$ cat config.mk
export PLATFORM = sky130hd
export DESIGN_NAME = bfg_top
export DESIGN_NICKNAME = d
export VERILOG_FILES = /design/src/core/bfg_pkg.sv /design/src/core/bfg_top.sv /design/src/core/bfg_fade.sv
export VERILOG_INCLUDE_DIRS = /design/src /design/src/core
export SDC_FILE = /design/constraint.sdc
export NUM_CORES = 1
export LEC_CHECK = 0
export BUFFER_PORTS_ARGS = -buffer_cell sky130_fd_sc_hd__buf_4
export CORE_ASPECT_RATIO = 0.75
export CORE_UTILIZATION = 40
export DETAILED_ROUTE_END_ITERATION = 16
export GPL_TIMING_DRIVEN = 0
export SLEW_MARGIN = 10
export SYNTH_ARGS = -nofsm -noshare
export SYNTH_HDL_FRONTEND = slang
export SYNTH_SLANG_ARGS = --single-unit
$ cat constraint.sdc
create_clock -name clk -period 8.25 [get_ports clk]
set_clock_uncertainty 0.2 [all_clocks]
set_input_delay 0.825 -clock clk [delete_from_list [all_inputs] [get_ports clk]]
set_output_delay 0.825 -clock clk [all_outputs]
set_load 0.02 [all_outputs]
$ cat src/core/bfg_defs.svh
`ifndef BFG_DEFS_SVH
`define BFG_DEFS_SVH

// Clock and fade timing
`define BFG_CLK_NS          5
`define BFG_FADE_SLOW_NS    1300000000
`define BFG_FADE_FAST_NS    650000000
`define BFG_FADE_STEPS      255
`define BFG_FADE_CNT_W      21

// Serial link device address (7 bits)
`define BFG_DEV_ADDR        7'h59

// Register offsets
`define BFG_A_CTRL          8'h03
`define BFG_A_MAIN_CUR      8'h04
`define BFG_A_SUB_CUR       8'h05
`define BFG_A_GPIO_DIR      8'h06
`define BFG_A_GPIO_DAT      8'h07
`define BFG_A_PWM_EN        8'h2B

// Backlight control fields
`define BFG_B_SLOPE         5
`define BFG_B_FADE_SEL      4
`define BFG_B_FADE_EN       3
`define BFG_B_COMBINE       2
`define BFG_B_MAIN_EN       1
`define BFG_B_SUB_EN        0

// PWM enable fields
`define BFG_B_PWM_MAIN      1
`define BFG_B_PWM_SUB       0

// GPIO fields
`define BFG_B_PWM_PIN       4
`define BFG_GPIO_N          3

// Reset values
`define BFG_RST_BYTE        8'h00

`endif

$ cat src/core/bfg_pkg.sv
package bfg_pkg;

  // One current sink as seen by the analog side
  typedef struct packed {
    logic       en;
    logic [7:0] code;
  } bfg_sink_t;

  // Serial link slave states
  typedef enum logic [3:0] {
    BFG_IDLE,
    BFG_ADDR,
    BFG_ADDR_ACK,
    BFG_REG,
    BFG_REG_ACK,
    BFG_WDATA,
    BFG_WDATA_ACK,
    BFG_RDATA,
    BFG_RDATA_ACK
  } bfg_link_st_t;

endpackage

$ cat src/core/bfg_top.sv
`include "bfg_defs.svh"

module bfg_top
  import bfg_pkg::*;
#(
  parameter int FADE_SLOW_CYC =
    `BFG_FADE_SLOW_NS / `BFG_CLK_NS / `BFG_FADE_STEPS,
  parameter int FADE_FAST_CYC =
    `BFG_FADE_FAST_NS / `BFG_CLK_NS / `BFG_FADE_STEPS
) (
  input  wire logic                   clk,       // 200 MHz clock
  input  wire logic                   rst_n,     // Sync reset, active low
  input  wire logic                   scl_i,     // Serial clock pin
  input  wire logic                   sda_i,     // Serial data pin level
  output logic                        sda_o,     // Serial data drive level
  output logic                        sda_oe_n,  // Low while pulling SDA
  input  wire logic [`BFG_GPIO_N-1:0] gpio_i,    // GPIO pin levels
  output logic      [`BFG_GPIO_N-1:0] gpio_o,    // GPIO drive levels
  output logic      [`BFG_GPIO_N-1:0] gpio_oe_n, // Low while driving pin
  output bfg_sink_t                   main_sink, // Main sink enable, code
  output bfg_sink_t                   sub_sink   // Secondary sink
);

  // Pin synchronisers; stage 1 feeds stage 2 only
  logic                   scl_s1, scl_s2, scl_s3;
  logic                   sda_s1, sda_s2, sda_s3;
  logic [`BFG_GPIO_N-1:0] gpio_s1, gpio_s2;

  // Link state
  bfg_link_st_t st_q;
  logic [3:0]   cnt_q;
  logic [7:0]   shift_q;
  logic [7:0]   ptr_q;
  logic         drive_q;
  logic         nack_q;
  logic         wr_q;
  logic [7:0]   wr_addr_q;
  logic [7:0]   wr_data_q;
  logic         scl_rise, scl_fall, start_det, stop_det;
  logic [7:0]   rd_cur;

  // Register file
  logic [7:0] ctrl_q;
  logic [7:0] main_cur_q;
  logic [7:0] sub_cur_q;
  logic [7:0] gdir_q;
  logic [7:0] gdat_q;
  logic [7:0] pwm_q;

  // Fade and gating
  logic [7:0] main_code, sub_code;
  logic       pwm_lvl;
  logic       main_gate, sub_gate;

  // Register read decode
  function automatic logic [7:0] rd_byte(input logic [7:0] a);
    case (a)
      `BFG_A_CTRL:     rd_byte = ctrl_q;
      `BFG_A_MAIN_CUR: rd_byte = main_cur_q;
      `BFG_A_SUB_CUR:  rd_byte = sub_cur_q;
      `BFG_A_GPIO_DIR: rd_byte = gdir_q;
      `BFG_A_GPIO_DAT: rd_byte = {5'h00, gpio_s2};
      `BFG_A_PWM_EN:   rd_byte = pwm_q;
      default:         rd_byte = 8'h00;
    endcase
  endfunction

  // Write strobe decode
  function automatic logic hit(input logic [7:0] a);
    hit = wr_q && (wr_addr_q == a);
  endfunction

  // Byte under the pointer; its top bit goes out first on a read
  assign rd_cur = rd_byte(ptr_q);

  // Two flops on every pin, plus a third on the link for edges
  always_ff @(posedge clk) begin
    if (!rst_n) begin
      scl_s1 <= 1'b1;
      scl_s2 <= 1'b1;
      scl_s3 <= 1'b1;
      sda_s1 <= 1'b1;
      sda_s2 <= 1'b1;
      sda_s3 <= 1'b1;
    end else begin
      scl_s1 <= scl_i;
      scl_s2 <= scl_s1;
      scl_s3 <= scl_s2;
      sda_s1 <= sda_i;
      sda_s2 <= sda_s1;
      sda_s3 <= sda_s2;
    end
  end

  // GPIO sampling also feeds the PWM gate
  always_ff @(posedge clk) begin
    if (!rst_n) begin
      gpio_s1 <= '0;
      gpio_s2 <= '0;
    end else begin
      gpio_s1 <= gpio_i;
      gpio_s2 <= gpio_s1;
    end
  end

  // Bus events, from synchronised levels only
  assign scl_rise  = scl_s2 && !scl_s3;
  assign scl_fall  = !scl_s2 && scl_s3;
  assign start_det = scl_s2 && scl_s3 && sda_s3 && !sda_s2;
  assign stop_det  = scl_s2 && scl_s3 && !sda_s3 && sda_s2;

  // Link state machine; start and stop win over any bit activity
  always_ff @(posedge clk) begin
    if (!rst_n) begin
      st_q    <= BFG_IDLE;
      cnt_q   <= 4'h0;
      shift_q <= 8'h00;
      ptr_q   <= 8'h00;
      drive_q <= 1'b0;
      nack_q  <= 1'b0;
    end else if (start_det) begin
      st_q    <= BFG_ADDR;
      cnt_q   <= 4'h0;
      drive_q <= 1'b0;
    end else if (stop_det) begin
      st_q    <= BFG_IDLE;
      drive_q <= 1'b0;
    end else begin
      unique case (st_q)
        BFG_IDLE: begin
        end
        BFG_ADDR, BFG_REG, BFG_WDATA: begin
          if (scl_rise && cnt_q != 4'h8) begin
            shift_q <= {shift_q[6:0], sda_s2};
            cnt_q   <= cnt_q + 4'h1;
          end else if (scl_fall && cnt_q == 4'h8) begin
            cnt_q <= 4'h0;
            if (st_q == BFG_ADDR) begin
              if (shift_q[7:1] == `BFG_DEV_ADDR) begin
                nack_q  <= shift_q[0];  // Holds read flag until ack ends
                drive_q <= 1'b1;
                st_q    <= BFG_ADDR_ACK;
              end else begin
                st_q <= BFG_IDLE;
              end
            end else if (st_q == BFG_REG) begin
              ptr_q   <= shift_q;
              drive_q <= 1'b1;
              st_q    <= BFG_REG_ACK;
            end else begin
              drive_q <= 1'b1;
              st_q    <= BFG_WDATA_ACK;
            end
          end
        end
        BFG_ADDR_ACK: begin
          if (scl_fall && nack_q) begin
            shift_q <= rd_cur;
            drive_q <= !rd_cur[7];
            cnt_q   <= 4'h0;
            st_q    <= BFG_RDATA;
          end else if (scl_fall) begin
            drive_q <= 1'b0;
            st_q    <= BFG_REG;
          end
        end
        BFG_REG_ACK: begin
          if (scl_fall) begin
            drive_q <= 1'b0;
            st_q    <= BFG_WDATA;
          end
        end
        BFG_WDATA_ACK: begin
          if (scl_fall) begin
            drive_q <= 1'b0;
            ptr_q   <= ptr_q + 8'h01;   // Burst writes walk upward
            st_q    <= BFG_WDATA;
          end
        end
        BFG_RDATA: begin
          if (scl_fall && cnt_q == 4'h7) begin
            drive_q <= 1'b0;
            ptr_q   <= ptr_q + 8'h01;
            st_q    <= BFG_RDATA_ACK;
          end else if (scl_fall) begin
            shift_q <= {shift_q[6:0], 1'b0};
            drive_q <= !shift_q[6];
            cnt_q   <= cnt_q + 4'h1;
          end
        end
        BFG_RDATA_ACK: begin
          if (scl_rise) begin
            nack_q <= sda_s2;
          end else if (scl_fall && nack_q) begin
            st_q <= BFG_IDLE;           // Master ends the read
          end else if (scl_fall) begin
            shift_q <= rd_cur;
            drive_q <= !rd_cur[7];
            cnt_q   <= 4'h0;
            st_q    <= BFG_RDATA;
          end
        end
        default: begin
          st_q <= BFG_IDLE;
        end
      endcase
    end
  end

  // Open-drain data: only ever pulls low
  assign sda_o    = 1'b0;
  assign sda_oe_n = !drive_q;

  // Commit on the rising clock of each data ack, one cycle strobe
  always_ff @(posedge clk) begin
    if (!rst_n) begin
      wr_q      <= 1'b0;
      wr_addr_q <= 8'h00;
      wr_data_q <= 8'h00;
    end else begin
      wr_q      <= (st_q == BFG_WDATA_ACK) && scl_rise
                   && !start_det && !stop_det;
      wr_addr_q <= ptr_q;
      wr_data_q <= shift_q;
    end
  end

  // Backlight control; upper bits read back as zero
  always_ff @(posedge clk) begin
    if (!rst_n) begin
      ctrl_q <= `BFG_RST_BYTE;
    end else if (hit(`BFG_A_CTRL)) begin
      ctrl_q <= {2'b00, wr_data_q[5:0]};
    end
  end

  // Current codes
  always_ff @(posedge clk) begin
    if (!rst_n) begin
      main_cur_q <= `BFG_RST_BYTE;
      sub_cur_q  <= `BFG_RST_BYTE;
    end else begin
      if (hit(`BFG_A_MAIN_CUR)) begin
        main_cur_q <= wr_data_q;
      end
      if (hit(`BFG_A_SUB_CUR)) begin
        sub_cur_q <= wr_data_q;
      end
    end
  end

  // GPIO direction, data and external PWM enables
  always_ff @(posedge clk) begin
    if (!rst_n) begin
      gdir_q <= `BFG_RST_BYTE;
      gdat_q <= `BFG_RST_BYTE;
      pwm_q  <= `BFG_RST_BYTE;
    end else begin
      if (hit(`BFG_A_GPIO_DIR)) begin
        gdir_q <= {3'b000, wr_data_q[4], 1'b0, wr_data_q[2:0]};
      end
      if (hit(`BFG_A_GPIO_DAT)) begin
        gdat_q <= {5'h00, wr_data_q[2:0]};
      end
      if (hit(`BFG_A_PWM_EN)) begin
        pwm_q <= {6'h00, wr_data_q[1:0]};
      end
    end
  end

  // Fade engines; the sequence order is software's duty
  bfg_fade #(
    .SLOW_CYC (FADE_SLOW_CYC),
    .FAST_CYC (FADE_FAST_CYC)
  ) u_fade_main (
    .clk     (clk),
    .rst_n   (rst_n),
    .target  (main_cur_q),
    .ramp_en (ctrl_q[`BFG_B_FADE_EN] && !ctrl_q[`BFG_B_FADE_SEL]),
    .fast    (ctrl_q[`BFG_B_SLOPE]),
    .code_q  (main_code)
  );

  bfg_fade #(
    .SLOW_CYC (FADE_SLOW_CYC),
    .FAST_CYC (FADE_FAST_CYC)
  ) u_fade_sub (
    .clk     (clk),
    .rst_n   (rst_n),
    .target  (sub_cur_q),
    .ramp_en (ctrl_q[`BFG_B_FADE_EN] && ctrl_q[`BFG_B_FADE_SEL]),
    .fast    (ctrl_q[`BFG_B_SLOPE]),
    .code_q  (sub_code)
  );

  // PWM gate only counts when GPIO 0 is the PWM input
  assign pwm_lvl   = gpio_s2[0];
  assign main_gate = !(pwm_q[`BFG_B_PWM_MAIN] && gdir_q[`BFG_B_PWM_PIN])
                     || pwm_lvl;
  assign sub_gate  = !(pwm_q[`BFG_B_PWM_SUB] && gdir_q[`BFG_B_PWM_PIN])
                     || pwm_lvl;

  // Registered sink drive; code is 0.1 mA per count
  always_ff @(posedge clk) begin
    if (!rst_n) begin
      main_sink <= '0;
      sub_sink  <= '0;
    end else begin
      main_sink.en   <= ctrl_q[`BFG_B_MAIN_EN] && main_gate;
      main_sink.code <= main_code;
      sub_sink.en    <= ctrl_q[`BFG_B_SUB_EN] && sub_gate;
      // Combined mode follows the main ramp too
      sub_sink.code  <= ctrl_q[`BFG_B_COMBINE] ? main_code
                                               : sub_code;
    end
  end

  // GPIO drive; pin 0 is released when it serves as PWM input
  always_ff @(posedge clk) begin
    if (!rst_n) begin
      gpio_o    <= '0;
      gpio_oe_n <= '1;
    end else begin
      gpio_o    <= gdat_q[`BFG_GPIO_N-1:0];
      gpio_oe_n <= ~gdir_q[`BFG_GPIO_N-1:0];
      if (gdir_q[`BFG_B_PWM_PIN]) begin
        gpio_oe_n[0] <= 1'b1;
      end
    end
  end

endmodule

$ cat src/core/bfg_fade.sv
`include "bfg_defs.svh"

module bfg_fade
  import bfg_pkg::*;
#(
  parameter int SLOW_CYC = 1,
  parameter int FAST_CYC = 1
) (
  input  wire logic       clk,       // System clock
  input  wire logic       rst_n,     // Sync reset, active low
  input  wire logic [7:0] target,    // Code written by software
  input  wire logic       ramp_en,   // Fade applies to this channel
  input  wire logic       fast,      // Short full-scale duration
  output logic      [7:0] code_q     // Applied current code
);

  logic [`BFG_FADE_CNT_W-1:0] tick_q;
  logic [`BFG_FADE_CNT_W-1:0] limit;
  logic                       tick;

  assign limit = fast ? `BFG_FADE_CNT_W'(FAST_CYC - 1)
                      : `BFG_FADE_CNT_W'(SLOW_CYC - 1);
  assign tick  = (tick_q == limit);

  // Step interval; restarts while idle so the first step is a full one
  always_ff @(posedge clk) begin
    if (!rst_n || !ramp_en || code_q == target || tick) begin
      tick_q <= '0;
    end else begin
      tick_q <= tick_q + 1'b1;
    end
  end

  // One count per interval, so time scales with the size of change
  always_ff @(posedge clk) begin
    if (!rst_n) begin
      code_q <= `BFG_RST_BYTE;
    end else if (!ramp_en) begin
      code_q <= target;
    end else if (tick && code_q < target) begin
      code_q <= code_q + 8'h01;
    end else if (tick && code_q > target) begin
      code_q <= code_q - 8'h01;
    end
  end

endmodule

==> results of run 1 <==
## registers in the layout (all words and copies together), names as in the netlist, 9 cells and up
| name | flops |
|---|---|
| sub_sink | 9 |
| u_fade_sub.tick_q | 21 |
| main_sink | 9 |
| u_fade_main.tick_q | 21 |
## stage by stage
step,power [mW],area (um2),setup WS [ns]
6_report,1.78,9500,4.09
5_1_grt,1.84,9500,3.60
4_1_cts,1.79,9500,4.11
3_5_place_dp,0.990,8910,4.13
3_3_place_gp,0.991,8910,4.19
2_1_floorplan,0.952,8320,4.60
## how the worst max path moves through the flow
stage                                       to  slack [ns]  cells past startpoint
final                     u_fade_sub.code_q[7]        4.09                     13
after floorplan           u_fade_sub.code_q[7]        4.60                     14
after global routing      u_fade_sub.code_q[7]        3.60                     13
after CTS                 u_fade_sub.code_q[7]        4.11                     13
after detailed placement  u_fade_sub.code_q[7]        4.13                     13
after global placement    u_fade_sub.code_q[7]        4.19                     13
## where the power goes
part / total (mW) / leakage (nW) / switching (mW) / internal [mW]
Combinational: 0.133 / 1.85 / 0.0849 / 0.0481
Clock: 0.801 / 0.278 / 0.343 / 0.458
Sequential: 0.843 / 1.36 / 0.0157 / 0.827
Total: 1.78 / 3.48 / 0.443 / 1.33
## area by class of cell
cell class              count  share of cell area (%)
plain buffers              42                    1.91
clock buffers              20                    4.70
clock inverters            12                    1.48
inverters                  37                    1.46
multi-input cells         713                    48.9
flip-flops and latches    168                    35.4
well taps                 282                    3.72
repair buffers             31                    2.45
## cells in the mapped netlist (3+ instances only)
cell / instances
nand2b_1: 17
nor2_1: 108
inv_1: 37
nand3b_1: 8
nor3b_1: 3
a211oi_1: 16
buf_2: 10
a21oi_1: 59
or3_1: 9
o22ai_1: 4
xor2_1: 24
nor4bb_1: 4
or2_0: 3
mux2i_1: 37
and2_1: 36
a221o_1: 3
xnor2_1: 25
a22oi_1: 5
nor4_1: 7
nor3_1: 20
nand2_1: 71
a21o_1: 12
o21bai_1: 4
a31oi_1: 9
nand4bb_1: 3
ha_1: 40
a222oi_1: 4
o2111ai_1: 3
o21ai_0: 37
and4_1: 5
nand3_1: 33
and3_1: 10
or2_2: 4
nor2b_1: 31
o21ai_1: 3
a221oi_1: 5
dfxtp_1: 168
nand4_1: 6
clkbuf_1: 28
a21boi_0: 9
## cells by family (layout without fill, tap and decap cells)
kind of cell | Yosys count | in the layout | synth area share [%]
buffers and inverters | 79 | 142 | 3.85
adder cells (fa/ha/maj) | 42 | 42 | 6.49
XOR/XNOR | 49 | 49 | 5.16
other | 1 | 1 | 0.0450
multiplexers | 38 | 38 | 4.58
AND/OR/NAND/NOR | 393 | 393 | 24.8
flip-flops | 168 | 168 | 40.4
AO/OA/AOI/OAI | 190 | 190 | 14.6
## metal layers
layer  track usage (%)  share of wire [%]
met2              26.2                 37
met3              3.93                5.7
met1              32.1                 56
met4              4.87                1.1
met5                 0                  0
==> flow_summary.html, run 1 <==
<table>
<tr><th>Metric</th><th>Value</th></tr>
<tr><th colspan="2">Clock tree</th></tr>
<tr><td>Clk_lat worst skew</td><td>0.43 ns</td></tr>
<tr><td>Clock-pin transition on the worst setup and hold timing paths</td><td>0.06 ns</td></tr>
<tr><td>Post_cts resized</td><td>0</td></tr>
<tr><td>Longest Clk Path Bufs</td><td>2</td></tr>
<tr><td>TritonCTS clock tree</td><td>built</td></tr>
<tr><td>Total clock buffers created by CTS</td><td>17</td></tr>
<tr><td>Clock root buffer</td><td>clkbuf_16</td></tr>
<tr><td>Post-CTS Setup Inserts</td><td>0</td></tr>
<tr><td>Total number of clock tree sinks</td><td>168</td></tr>
<tr><td>Hold buffer count at cts</td><td>0</td></tr>
<tr><td>Count of H-tree levels built during CTS</td><td>4</td></tr>
<tr><th colspan="2">Synth</th></tr>
<tr><td>Cells after Synth</td><td>960</td></tr>
<tr><td>Area share of the largest cell type after synthesis</td><td>40.4%</td></tr>
<tr><td>Number of enable-type register cells in the synthesized netlist</td><td>0</td></tr>
<tr><td>Count of state elements after synthesis</td><td>168</td></tr>
<tr><td>Number of nets in the synthesized netlist</td><td>1009</td></tr>
<tr><td>Cell area after synthesis</td><td>8320 um2</td></tr>
<tr><td>Dominant register cell in the synthesized netlist</td><td>dfxtp_1</td></tr>
<tr><td>Netlist cell types</td><td>72</td></tr>
<tr><td>Average instance area after synthesis</td><td>8.67 um2</td></tr>
<tr><td>Part of the Yosys area used for sequential elements</td><td>40.4%</td></tr>
<tr><td>Synthesis Warnings</td><td>0</td></tr>
<tr><td>Fraction of registers with async set/reset</td><td>0%</td></tr>
<tr><td>Most area-consuming cells after synthesis</td><td>dfxtp_1 (40%), ha_1 (6.0%), nor2_1 (4.9%), mux2i_1 (4.4%), a21oi_1 (3.5%)</td></tr>
<tr><td>Cell type with the largest total area after synthesis</td><td>dfxtp_1</td></tr>
<tr><th colspan="2">Critical path</th></tr>
<tr><td>Largest fanout on the critical path</td><td>10</td></tr>
<tr><td>Highest-delay cell along the critical path</td><td>nor4_1</td></tr>
<tr><td>Worst Setup Path Type</td><td>flop to flop</td></tr>
<tr><td>Gate family responsible for the most delay along the worst path</td><td>simple AND/OR/NAND/NOR gates</td></tr>
<tr><td>WP data required</td><td>8.40 ns</td></tr>
<tr><td>Critical Path, Cell by Cell</td><td>buf_2, nor4bb_1, nor2_1, nor4_1, nand2_1, ha_1, a21oi_1, o21ai_0, a2111oi_0, nor3_1, xnor2_1, or3_1, a31oi_1</td></tr>
<tr><td>Worst reg2reg endpoint</td><td>u_fade_sub.code_q[7]</td></tr>
<tr><td>Worst setup startpoint</td><td>ctrl_q[5]</td></tr>
<tr><td>Endpoint class of the critical path</td><td>flop</td></tr>
<tr><td>Delay of the slowest cell on the worst path</td><td>0.57 ns</td></tr>
<tr><td>Count of buffer and inverter cells on the critical path</td><td>1</td></tr>
<tr><td>Worst r2r path cells</td><td>13</td></tr>
<tr><td>Startpoint of the worst register-to-register path</td><td>ctrl_q[5]</td></tr>
<tr><td>Data arrival time at the worst-slack endpoint</td><td>4.31 ns</td></tr>
<tr><td>Startpoint type of the worst setup path</td><td>flop</td></tr>
<tr><td>Worst reg2reg setup slack</td><td>4.09 ns</td></tr>
<tr><th colspan="2">Finish</th></tr>
<tr><td>Final std cells w/o fill</td><td>1305</td></tr>
<tr><td>Area of combinational cells with multiple inputs</td><td>4640 um2</td></tr>
<tr><td>Syn-to-layout area delta</td><td>14.1%</td></tr>
<tr><td>Commonest cells after routing, fill and taps aside</td><td>dfxtp_1 (168), nor2_1 (108), nand2_1 (71)</td></tr>
<tr><td>Fraction of final layout cells with drive strength greater than 1</td><td>8.80%</td></tr>
<tr><td>Storage cell area</td><td>3360 um2</td></tr>
<tr><td>Ant. Diodes</td><td>0</td></tr>
<tr><td>Count of filler cells inserted in the layout</td><td>2026</td></tr>
<tr><td>Utilization after layout</td><td>46.7%</td></tr>
<tr><td>Most common cell after layout, fill and taps aside</td><td>dfxtp_1</td></tr>
<tr><td>Net total in the final layout</td><td>1059</td></tr>
<tr><th colspan="2">Global routing</th></tr>
<tr><td>GR Util All Layers</td><td>20.0%</td></tr>
<tr><td>Via count of the first global-routing pass</td><td>6272</td></tr>
<tr><td>Remaining global-route overflow</td><td>0</td></tr>
<tr><td>Initial antenna violation count</td><td>0</td></tr>
<tr><td>Pin count of the biggest net entering global routing</td><td>17</td></tr>
<tr><td>First-pass GRT wire length</td><td>33600 um</td></tr>
<tr><th colspan="2">Drt</th></tr>
<tr><td>Number of iterations in the first detailed-routing pass</td><td>5</td></tr>
<tr><td>Number of DRC markers in iteration 0</td><td>569</td></tr>
<tr><td>Detailed-route via count</td><td>6846</td></tr>
<tr><td>DRC violation count after routing</td><td>0</td></tr>
<tr><td>Routed wire length per instance</td><td>15.8 um</td></tr>
<tr><td>Vias per Instance</td><td>5.25</td></tr>
<tr><td>Routed Wire Length</td><td>20600 um</td></tr>
<tr><td>Post-DRT Antenna Nets</td><td>0</td></tr>
<tr><th colspan="2">Die</th></tr>
<tr><td>Horizontal die dimension</td><td>169 um</td></tr>
<tr><td>Core region area</td><td>20300 um2</td></tr>
<tr><td>Starting utilization of the core area</td><td>41.0%</td></tr>
<tr><td>Y dimension of the die</td><td>127 um</td></tr>
<tr><td># IOs</td><td>33</td></tr>
<tr><td>Total Die Area</td><td>21400 um2</td></tr>
<tr><td>Number of placement rows</td><td>45</td></tr>
<tr><th colspan="2">STA</th></tr>
<tr><td>Worst-Margin Slew</td><td>1.08 ns</td></tr>
<tr><td>Fin crit period</td><td>4.16 ns</td></tr>
<tr><td>RSZ-0062 raised after global routing</td><td>false</td></tr>
<tr><td>Final total negative setup slack</td><td>0 ns</td></tr>
<tr><td>Worst hold slack</td><td>0.206 ns</td></tr>
<tr><td>Max frequency</td><td>0.240 GHz</td></tr>
<tr><td>Part of the cycle the worst path needs</td><td>50.4%</td></tr>
<tr><td>Final Max Slew Viols</td><td>0</td></tr>
<tr><td>Normalized max-slew margin</td><td>27.5%</td></tr>
<tr><td>Final count of negative-setup-slack endpoints</td><td>0</td></tr>
<tr><td>Endpoints failing hold</td><td>0</td></tr>
<tr><th colspan="2">Placed design</th></tr>
<tr><td>Global placement routability congestion</td><td>0.871</td></tr>
<tr><td>Detailed placer's ending HPWL</td><td>15000 um</td></tr>
<tr><td>Number of buffers inserted by port buffering</td><td>31</td></tr>
<tr><td>Placed cell count</td><td>1273</td></tr>
<tr><th colspan="2">Flow run</th></tr>
<tr><td>Max_cap viols</td><td>0</td></tr>
<tr><th colspan="2">Worst hold path</th></tr>
<tr><td>Type of the worst min-delay path</td><td>flop to flop</td></tr>
<tr><td>Start point of the worst min-delay path</td><td>sda_s1</td></tr>
<tr><td>Number of cells on the worst hold path</td><td>1</td></tr>
<tr><td>End point of the most critical hold path</td><td>sda_s2</td></tr>
<tr><th colspan="2">Pwr</th></tr>
<tr><td>Static Leak</td><td>3.48 nW</td></tr>
<tr><td>Power density over cell area</td><td>187 nW/um2</td></tr>
<tr><td>Peak supply drop</td><td>0.125 mV</td></tr>
<tr><th colspan="2">Outcome</th></tr>
<tr><td>Run status</td><td>finished clean</td></tr>
</table>
Power figures use the tool's default switching activity.
==> run 2: changes to the inputs <==
==> constraint.sdc (replaced) <==
create_clock -name clk -period 3.8 [get_ports clk]
set_clock_uncertainty 0.2 [all_clocks]
set_input_delay 0.38 -clock clk [delete_from_list [all_inputs] [get_ports clk]]
set_output_delay 0.38 -clock clk [all_outputs]
set_load 0.02 [all_outputs]
==> flow_summary.html, run 2 (synthesis gave the netlist of run 1 again) <==
<table>
<tr><th>Metric</th><th>Value</th></tr>
<tr><th colspan="2">Outcome</th></tr>
<tr><td>Run status</td><td>finished clean (unchanged)</td></tr>
<tr><th colspan="2">Critical path</th></tr>
<tr><td>Largest fanout on the critical path</td><td>5 (was 10)</td></tr>
<tr><td>Data arrival time at the worst-slack endpoint</td><td>3.82 ns (was 4.31 ns)</td></tr>
<tr><td>CP dominant cell by count</td><td>a21oi_1</td></tr>
<tr><td>Startpoint type of the worst setup path</td><td>flop (unchanged)</td></tr>
<tr><td>Count of buffer and inverter cells on the critical path</td><td>2 (was 1)</td></tr>
<tr><td>Delay of the slowest cell on the worst path</td><td>0.41 ns (was 0.57 ns)</td></tr>
<tr><td>Highest-delay cell along the critical path</td><td>fa_1 (was nor4_1)</td></tr>
<tr><td>Worst reg2reg setup slack</td><td>0.14 ns (was 4.09 ns)</td></tr>
<tr><td>WP data required</td><td>3.95 ns (was 8.40 ns)</td></tr>
<tr><td>Startpoint of the worst register-to-register path</td><td>sub_cur_q[2] (was ctrl_q[5])</td></tr>
<tr><td>Worst Setup Path Type</td><td>flop to flop (unchanged)</td></tr>
<tr><td>Worst reg2reg endpoint</td><td>u_fade_sub.code_q[6] (was u_fade_sub.code_q[7])</td></tr>
<tr><td>Endpoint class of the critical path</td><td>flop (unchanged)</td></tr>
<tr><td>Gate family responsible for the most delay along the worst path</td><td>compound AO/OA/AOI/OAI gates (was simple AND/OR/NAND/NOR gates)</td></tr>
<tr><td>Critical Path, Cell by Cell</td><td>inv_1, ha_1, a21o_1, a221o_1, a221oi_2, nand2_2, buf_4, fa_1, a21o_1, a21oi_1, o21bai_1, a21oi_1, xnor2_1, mux2i_1, a21oi_1 (was buf_2, nor4bb_1, nor2_1, nor4_1, nand2_1, ha_1, a21oi_1, o21ai_0, a2111oi_0, nor3_1, xnor2_1, or3_1, a31oi_1)</td></tr>
<tr><td>Worst r2r path cells</td><td>15 (was 13)</td></tr>
<tr><th colspan="2">Finish</th></tr>
<tr><td>Count of filler cells inserted in the layout</td><td>1993 (was 2026)</td></tr>
<tr><td>Top flop regs</td><td>u_fade_main.tick_q (21), u_fade_sub.tick_q (21) (unchanged)</td></tr>
<tr><td>Storage cell area</td><td>3380 um2 (was 3360 um2)</td></tr>
<tr><td>Ant. Diodes</td><td>0 (unchanged)</td></tr>
<tr><td>Utilization after layout</td><td>47.8% (was 46.7%)</td></tr>
<tr><td>Commonest cells after routing, fill and taps aside</td><td>dfxtp_1 (158), nor2_1 (107), nand2_1 (70) (was dfxtp_1 (168), nor2_1 (108), nand2_1 (71))</td></tr>
<tr><td>Area of combinational cells with multiple inputs</td><td>4760 um2 (was 4640 um2)</td></tr>
<tr><td>Syn-to-layout area delta</td><td>16.8% (was 14.1%)</td></tr>
<tr><td>Cell area after layout</td><td>9730 um2 (was 9500 um2)</td></tr>
<tr><td>Fraction of final layout cells with drive strength greater than 1</td><td>11.9% (was 8.80%)</td></tr>
<tr><td>Most common cell after layout, fill and taps aside</td><td>dfxtp_1 (unchanged)</td></tr>
<tr><td>Net total in the final layout</td><td>1069 (was 1059)</td></tr>
<tr><th colspan="2">STA</th></tr>
<tr><td>Part of the cycle the worst path needs</td><td>96.4% (was 50.4%)</td></tr>
<tr><td>Final total negative setup slack</td><td>0 ns (unchanged)</td></tr>
<tr><td>Final count of negative-setup-slack endpoints</td><td>0 (unchanged)</td></tr>
<tr><td>Max frequency</td><td>0.273 GHz (was 0.240 GHz)</td></tr>
<tr><td>Final Max Slew Viols</td><td>0 (unchanged)</td></tr>
<tr><td>Normalized max-slew margin</td><td>28.1% (was 27.5%)</td></tr>
<tr><td>Endpoints failing hold</td><td>0 (unchanged)</td></tr>
<tr><td>Fin crit period</td><td>3.66 ns (was 4.16 ns)</td></tr>
<tr><td>RSZ-0062 raised after global routing</td><td>true (was false)</td></tr>
<tr><td>Worst-Margin Slew</td><td>1.07 ns (was 1.08 ns)</td></tr>
<tr><th colspan="2">Clock tree</th></tr>
<tr><td>Longest Clk Path Bufs</td><td>2 (unchanged)</td></tr>
<tr><td>Clock root buffer</td><td>clkbuf_16 (unchanged)</td></tr>
<tr><td>Total clock buffers created by CTS</td><td>17 (unchanged)</td></tr>
<tr><td>Count of H-tree levels built during CTS</td><td>4 (unchanged)</td></tr>
<tr><td>TritonCTS clock tree</td><td>built (unchanged)</td></tr>
<tr><td>Clock-pin transition on the worst setup and hold timing paths</td><td>0.07 ns (was 0.06 ns)</td></tr>
<tr><td>Total number of clock tree sinks</td><td>168 (unchanged)</td></tr>
<tr><td>Clk_lat worst skew</td><td>0.42 ns (was 0.43 ns)</td></tr>
<tr><th colspan="2">Global routing</th></tr>
<tr><td>Remaining global-route overflow</td><td>0 (unchanged)</td></tr>
<tr><td>Initial antenna violation count</td><td>0 (unchanged)</td></tr>
<tr><td>Pin count of the biggest net entering global routing</td><td>17 (unchanged)</td></tr>
<tr><td>Via count of the first global-routing pass</td><td>6271 (was 6272)</td></tr>
<tr><td>GR Util All Layers</td><td>20.0% (about the same)</td></tr>
<tr><td>First-pass GRT wire length</td><td>33700 um (was 33600 um)</td></tr>
<tr><th colspan="2">Worst hold path</th></tr>
<tr><td>Type of the worst min-delay path</td><td>input pin to flop (was flop to flop)</td></tr>
<tr><td>End point of the most critical hold path</td><td>u_fade_sub.code_q[2] (was sda_s2)</td></tr>
<tr><td>Start point of the worst min-delay path</td><td>rst_n (was sda_s1)</td></tr>
<tr><td>Number of cells on the worst hold path</td><td>3 (was 1)</td></tr>
<tr><th colspan="2">Die</th></tr>
<tr><td>Core region area</td><td>20300 um2 (unchanged)</td></tr>
<tr><td># IOs</td><td>33 (unchanged)</td></tr>
<tr><td>Y dimension of the die</td><td>127 um (unchanged)</td></tr>
<tr><td>Total Die Area</td><td>21400 um2 (unchanged)</td></tr>
<tr><td>Number of placement rows</td><td>45 (unchanged)</td></tr>
<tr><td>Starting utilization of the core area</td><td>41.0% (unchanged)</td></tr>
<tr><td>Horizontal die dimension</td><td>169 um (unchanged)</td></tr>
<tr><th colspan="2">Flow run</th></tr>
<tr><td>Max_cap viols</td><td>0 (unchanged)</td></tr>
<tr><th colspan="2">Drt</th></tr>
<tr><td>Vias per Instance</td><td>5.24 (was 5.25)</td></tr>
<tr><td>Number of DRC markers in iteration 0</td><td>487 (was 569)</td></tr>
<tr><td>DRC violation count after routing</td><td>0 (unchanged)</td></tr>
<tr><td>Number of iterations in the first detailed-routing pass</td><td>7 (was 5)</td></tr>
<tr><td>Detailed-route via count</td><td>6892 (was 6846)</td></tr>
<tr><td>Post-DRT Antenna Nets</td><td>0 (unchanged)</td></tr>
<tr><td>Routed wire length per instance</td><td>16.0 um (was 15.8 um)</td></tr>
<tr><td>Routed Wire Length</td><td>21000 um (was 20600 um)</td></tr>
<tr><th colspan="2">Placed design</th></tr>
<tr><td>Global placement routability congestion</td><td>0.871 (unchanged)</td></tr>
<tr><td>Detailed placer's ending HPWL</td><td>15000 um (unchanged)</td></tr>
<tr><td>Area of placed instances</td><td>8910 um2 (unchanged)</td></tr>
<tr><td>Number of buffers inserted by port buffering</td><td>31 (unchanged)</td></tr>
<tr><th colspan="2">Pwr</th></tr>
<tr><td>Peak supply drop</td><td>0.272 mV (was 0.125 mV)</td></tr>
<tr><td>Post-route total power</td><td>3.86 mW (was 1.78 mW)</td></tr>
<tr><td>Power density over cell area</td><td>397 nW/um2 (was 187 nW/um2)</td></tr>
<tr><td>Static Leak</td><td>3.56 nW (was 3.48 nW)</td></tr>
</table>
==> run 2: area by class of cell <==
class | instances | share of cell area, %
multi-input combinational | 713 | 48.9
timing repair buffer | 41 | 3.33
clock buffer | 20 | 4.59
clock inverter | 12 | 1.44
tap | 282 | 3.63
inverter | 37 | 1.43
sequential | 168 | 34.8
buffer | 42 | 1.87
==> run 2: how the worst max path moves through the flow <==
stage	from	endpoint	slack [ns]	depth (start not counted)
2_1_floorplan	sub_cur_q[2]	u_fade_sub.code_q[7]	0.15	14
5_1_grt	u_fade_main.tick_q[14]	u_fade_main.code_q[6]	-0.03	13
4_1_cts	sub_cur_q[3]	u_fade_sub.code_q[7]	0.01	14
6_report	sub_cur_q[2]	u_fade_sub.code_q[6]	0.14	15
3_5_place_dp	ctrl_q[5]	u_fade_sub.code_q[7]	-0.32	13
3_3_place_gp	ctrl_q[5]	u_fade_sub.code_q[7]	-0.26	13
==> run 2: power by group <==
part	switching, mW	internal (mW)	leakage, nW
Sequential	0.0338	1.79	1.36
Combinational	0.184	0.108	1.92
Clock	0.743	0.996	0.278
Total	0.961	2.90	3.56
==> run 2: what timing repair did <==
action                                  in CTS  in global routing
setup buffers                                1                  4
pin swaps                                    0                  7
hold buffers                                 5                  0
resized for setup                            5                 30
endpoints found under the setup margin       3                  5
endpoints found under the hold margin        5                  0
==> run 2: per-stage QoR <==
| stage | hold slack [ns] | setup WS [ns] | std cells |
|---|---|---|---|
| after floorplan | 0.171 | 0.154 | 960 |
| after global placement | 0.189 | -0.263 | 1273 |
| after detailed placement | 0.191 | -0.324 | 1273 |
| after CTS | 0.154 | 0.00975 | 1311 |
| after global routing | 0.166 | -0.0331 | 1315 |
| final | 0.160 | 0.136 | 1315 |
==> run 2: worst register-to-register path, cell delays in order (launching register included) <==
cell and delay (ns):
dfxtp_2 0.36, inv_1 0.05, ha_1 0.30, a21o_1 0.17
a221o_1 0.35, a221oi_2 0.30, nand2_2 0.18, buf_4 0.22
fa_1 0.41, a21o_1 0.18, a21oi_1 0.22, o21bai_1 0.09
a21oi_1 0.17, xnor2_1 0.16, mux2i_1 0.10, a21oi_1 0.14
==> run 2: per-layer routing <==
metal	vias up	share of wire (%)	track usage (%)
met4	0	0.97	4.87
met5	-	0	0
met3	21	6.3	3.87
met1	3200	55	32.2
met2	198	38	26.3
li1	3473	-	-
==> run 3: changes to the inputs <==
--- a/config.mk
+++ b/config.mk
@@ -7,10 +7,13 @@
 export NUM_CORES = 1
 export LEC_CHECK = 0
 export BUFFER_PORTS_ARGS = -buffer_cell sky130_fd_sc_hd__buf_4
+export CELL_PAD_IN_SITES_DETAIL_PLACEMENT = 1
+export CELL_PAD_IN_SITES_GLOBAL_PLACEMENT = 2
 export CORE_ASPECT_RATIO = 0.75
-export CORE_UTILIZATION = 40
+export CORE_UTILIZATION = 35
 export DETAILED_ROUTE_END_ITERATION = 16
 export GPL_TIMING_DRIVEN = 0
+export PLACE_DENSITY_LB_ADDON = 0.1
 export SLEW_MARGIN = 10
 export SYNTH_ARGS = -nofsm -noshare
 export SYNTH_HDL_FRONTEND = slang
==> flow_summary.html, run 3 (synthesis gave the netlist of run 1 again) <==
<table>
<tr><th>Metric</th><th>Value</th></tr>
<tr><th colspan="2">Pwr</th></tr>
<tr><td>Peak supply drop</td><td>0.311 mV (was 0.272 mV)</td></tr>
<tr><td>Power density over cell area</td><td>402 nW/um2 (was 397 nW/um2)</td></tr>
<tr><td>Post-route total power</td><td>3.93 mW (was 3.86 mW)</td></tr>
<tr><td>Static Leak</td><td>3.57 nW (was 3.56 nW)</td></tr>
<tr><th colspan="2">Worst hold path</th></tr>
<tr><td>Type of the worst min-delay path</td><td>input pin to flop (unchanged)</td></tr>
<tr><td>Start point of the worst min-delay path</td><td>rst_n (unchanged)</td></tr>
<tr><td>Number of cells on the worst hold path</td><td>3 (unchanged)</td></tr>
<tr><td>End point of the most critical hold path</td><td>u_fade_sub.code_q[2] (unchanged)</td></tr>
<tr><th colspan="2">Critical path</th></tr>
<tr><td>Data arrival time at the worst-slack endpoint</td><td>3.80 ns (was 3.82 ns)</td></tr>
<tr><td>Largest fanout on the critical path</td><td>5 (unchanged)</td></tr>
<tr><td>Endpoint class of the critical path</td><td>flop (unchanged)</td></tr>
<tr><td>Startpoint type of the worst setup path</td><td>flop (unchanged)</td></tr>
<tr><td>Startpoint of the worst register-to-register path</td><td>u_fade_sub.code_q[2] (was sub_cur_q[2])</td></tr>
<tr><td>Worst reg2reg endpoint</td><td>u_fade_sub.code_q[7] (was u_fade_sub.code_q[6])</td></tr>
<tr><td>Worst r2r path cells</td><td>14 (was 15)</td></tr>
<tr><td>Worst Setup Path Type</td><td>flop to flop (unchanged)</td></tr>
<tr><td>WP data required</td><td>3.97 ns (was 3.95 ns)</td></tr>
<tr><td>Worst reg2reg setup slack</td><td>0.16 ns (was 0.14 ns)</td></tr>
<tr><th colspan="2">Drt</th></tr>
<tr><td>Number of DRC markers in iteration 0</td><td>341 (was 487)</td></tr>
<tr><td>Routed Wire Length</td><td>24600 um (was 21000 um)</td></tr>
<tr><td>Routed wire length per instance</td><td>18.4 um (was 16.0 um)</td></tr>
<tr><td>Detailed-route via count</td><td>6953 (was 6892)</td></tr>
<tr><td>Vias per Instance</td><td>5.22 (was 5.24)</td></tr>
<tr><td>DRC violation count after routing</td><td>0 (unchanged)</td></tr>
<tr><td>Post-DRT Antenna Nets</td><td>0 (unchanged)</td></tr>
<tr><td>Number of iterations in the first detailed-routing pass</td><td>5 (was 7)</td></tr>
<tr><th colspan="2">Die</th></tr>
<tr><td>Total Die Area</td><td>24400 um2 (was 21400 um2)</td></tr>
<tr><td>Horizontal die dimension</td><td>180 um (was 169 um)</td></tr>
<tr><td># IOs</td><td>33 (unchanged)</td></tr>
<tr><td>Y dimension of the die</td><td>136 um (was 127 um)</td></tr>
<tr><td>Starting utilization of the core area</td><td>35.9% (was 41.0%)</td></tr>
<tr><td>Number of placement rows</td><td>48 (was 45)</td></tr>
<tr><td>Core region area</td><td>23200 um2 (was 20300 um2)</td></tr>
<tr><th colspan="2">Outcome</th></tr>
<tr><td>Run status</td><td>finished clean (unchanged)</td></tr>
<tr><th colspan="2">Finish</th></tr>
<tr><td>Fraction of final layout cells with drive strength greater than 1</td><td>12.4% (was 11.9%)</td></tr>
<tr><td>Commonest cells after routing, fill and taps aside</td><td>dfxtp_1 (157), nor2_1 (108), nand2_1 (70) (was dfxtp_1 (158), nor2_1 (107), nand2_1 (70))</td></tr>
<tr><td>Top flop regs</td><td>u_fade_main.tick_q (21), u_fade_sub.tick_q (21) (unchanged)</td></tr>
<tr><td>Ant. Diodes</td><td>0 (unchanged)</td></tr>
<tr><td>Most common cell after layout, fill and taps aside</td><td>dfxtp_1 (unchanged)</td></tr>
<tr><td>Syn-to-layout area delta</td><td>17.3% (was 16.8%)</td></tr>
<tr><td>Net total in the final layout</td><td>1069 (unchanged)</td></tr>
<tr><th colspan="2">Placed design</th></tr>
<tr><td>Global placement routability congestion</td><td>0.793 (was 0.871)</td></tr>
<tr><td>Detailed placer's ending HPWL</td><td>18400 um (was 15000 um)</td></tr>
<tr><td>Number of buffers inserted by port buffering</td><td>31 (unchanged)</td></tr>
<tr><th colspan="2">Global routing</th></tr>
<tr><td>Remaining global-route overflow</td><td>0 (unchanged)</td></tr>
<tr><td>Initial antenna violation count</td><td>1 (was 0)</td></tr>
<tr><td>Pin count of the biggest net entering global routing</td><td>17 (unchanged)</td></tr>
<tr><td>Via count of the first global-routing pass</td><td>6773 (was 6271)</td></tr>
<tr><td>First-pass GRT wire length</td><td>39700 um (was 33700 um)</td></tr>
<tr><td>GR Util All Layers</td><td>21.2% (was 20.0%)</td></tr>
<tr><th colspan="2">STA</th></tr>
<tr><td>Part of the cycle the worst path needs</td><td>95.7% (was 96.4%)</td></tr>
<tr><td>Worst hold slack</td><td>0.147 ns (was 0.160 ns)</td></tr>
<tr><td>Fin crit period</td><td>3.64 ns (was 3.66 ns)</td></tr>
<tr><td>Normalized max-slew margin</td><td>27.1% (was 28.1%)</td></tr>
<tr><td>Worst-Margin Slew</td><td>1.09 ns (was 1.07 ns)</td></tr>
<tr><td>Final count of negative-setup-slack endpoints</td><td>0 (unchanged)</td></tr>
<tr><td>Max frequency</td><td>0.275 GHz (was 0.273 GHz)</td></tr>
<tr><td>Final Max Slew Viols</td><td>0 (unchanged)</td></tr>
<tr><td>Endpoints failing hold</td><td>0 (unchanged)</td></tr>
<tr><th colspan="2">Flow run</th></tr>
<tr><td>Max_cap viols</td><td>0 (unchanged)</td></tr>
<tr><th colspan="2">Clock tree</th></tr>
<tr><td>Count of H-tree levels built during CTS</td><td>4 (unchanged)</td></tr>
<tr><td>TritonCTS clock tree</td><td>built (unchanged)</td></tr>
<tr><td>Clock root buffer</td><td>clkbuf_16 (unchanged)</td></tr>
<tr><td>Longest Clk Path Bufs</td><td>2 (unchanged)</td></tr>
<tr><td>Clk_lat worst skew</td><td>0.44 ns (was 0.42 ns)</td></tr>
<tr><td>Total number of clock tree sinks</td><td>168 (unchanged)</td></tr>
<tr><td>Clock-pin transition on the worst setup and hold timing paths</td><td>0.06 ns (was 0.07 ns)</td></tr>
<tr><td>Total clock buffers created by CTS</td><td>17 (unchanged)</td></tr>
</table>
[run 3: worst max-delay path by stage]
stage | slack (ns) | end | startpoint | cells past startpoint
2_1_floorplan | 0.15 | u_fade_sub.code_q[7] | sub_cur_q[2] | 14
3_3_place_gp | -0.66 | u_fade_sub.code_q[7] | ctrl_q[5] | 13
3_5_place_dp | -0.75 | u_fade_sub.code_q[7] | ctrl_q[5] | 13
4_1_cts | -0.05 | u_fade_sub.code_q[7] | sub_cur_q[2] | 14
5_1_grt | -0.01 | u_fade_main.code_q[6] | u_fade_main.tick_q[14] | 13
6_report | 0.16 | u_fade_sub.code_q[7] | u_fade_sub.code_q[2] | 14
[run 3: routing by layer]
layer  share of wire [%]  wire length [um]  track usage, %  vias up
li1                    -                 -               -     3478
met1                  57             14000            33.8     3369
met2                  39              9560            28.8       93
met3                 3.2               794            3.71       13
met4                0.73               179            4.27        0
met5                   0                 0               0        -
[run 3: metrics by stage]
stage               area, um2  setup TNS [ns]  utilization [%]  setup WS [ns]  cells
floorplan                8320               0                -          0.154    960
global placement         8930           -1.70             38.5         -0.663   1291
detailed placement       8930           -2.24             38.5         -0.752   1291
CTS                      9660         -0.0475             41.7        -0.0475   1333
global route             9760         -0.0107             42.1        -0.0107   1333
finish                   9760               0             42.1          0.165   1333
[run 3: cell type report]
cell class                 instances  area [um2]
buffer                            42         186
clock buffer                      19         453
clock inverter                    13         143
fill                            2753       13400
inverter                          37         139
multi-input combinational        713        4760
sequential                       168        3380
tap                              300         375
timing repair buffer              41         324
[run 3: where the power goes]
| part | leakage [nW] | internal [mW] | switching, mW |
|---|---|---|---|
| Clock | 0.296 | 1.01 | 0.781 |
| Combinational | 1.91 | 0.108 | 0.195 |
| Sequential | 1.36 | 1.79 | 0.0403 |
[run 3: worst max-delay path: stages (launching register included)]
cell and delay [ns]:
dfxtp_2 0.44, ha_1 0.28, a21o_1 0.16, a221o_1 0.35
a221oi_2 0.31, nand2_2 0.19, buf_6 0.18, ha_1 0.28
inv_2 0.08, nor2_1 0.07, a2111oi_2 0.30, nor3_1 0.11
xnor2_1 0.15, or3_1 0.31, a31oi_1 0.15
[run 3: timing repair]
action	CTS	global route
hold endpoints to repair	5	0
buffers inserted	5	0
endpoints found under the setup margin	8	5
gates resized for setup	10	30
pin swaps	1	7
hold buffers	5	0
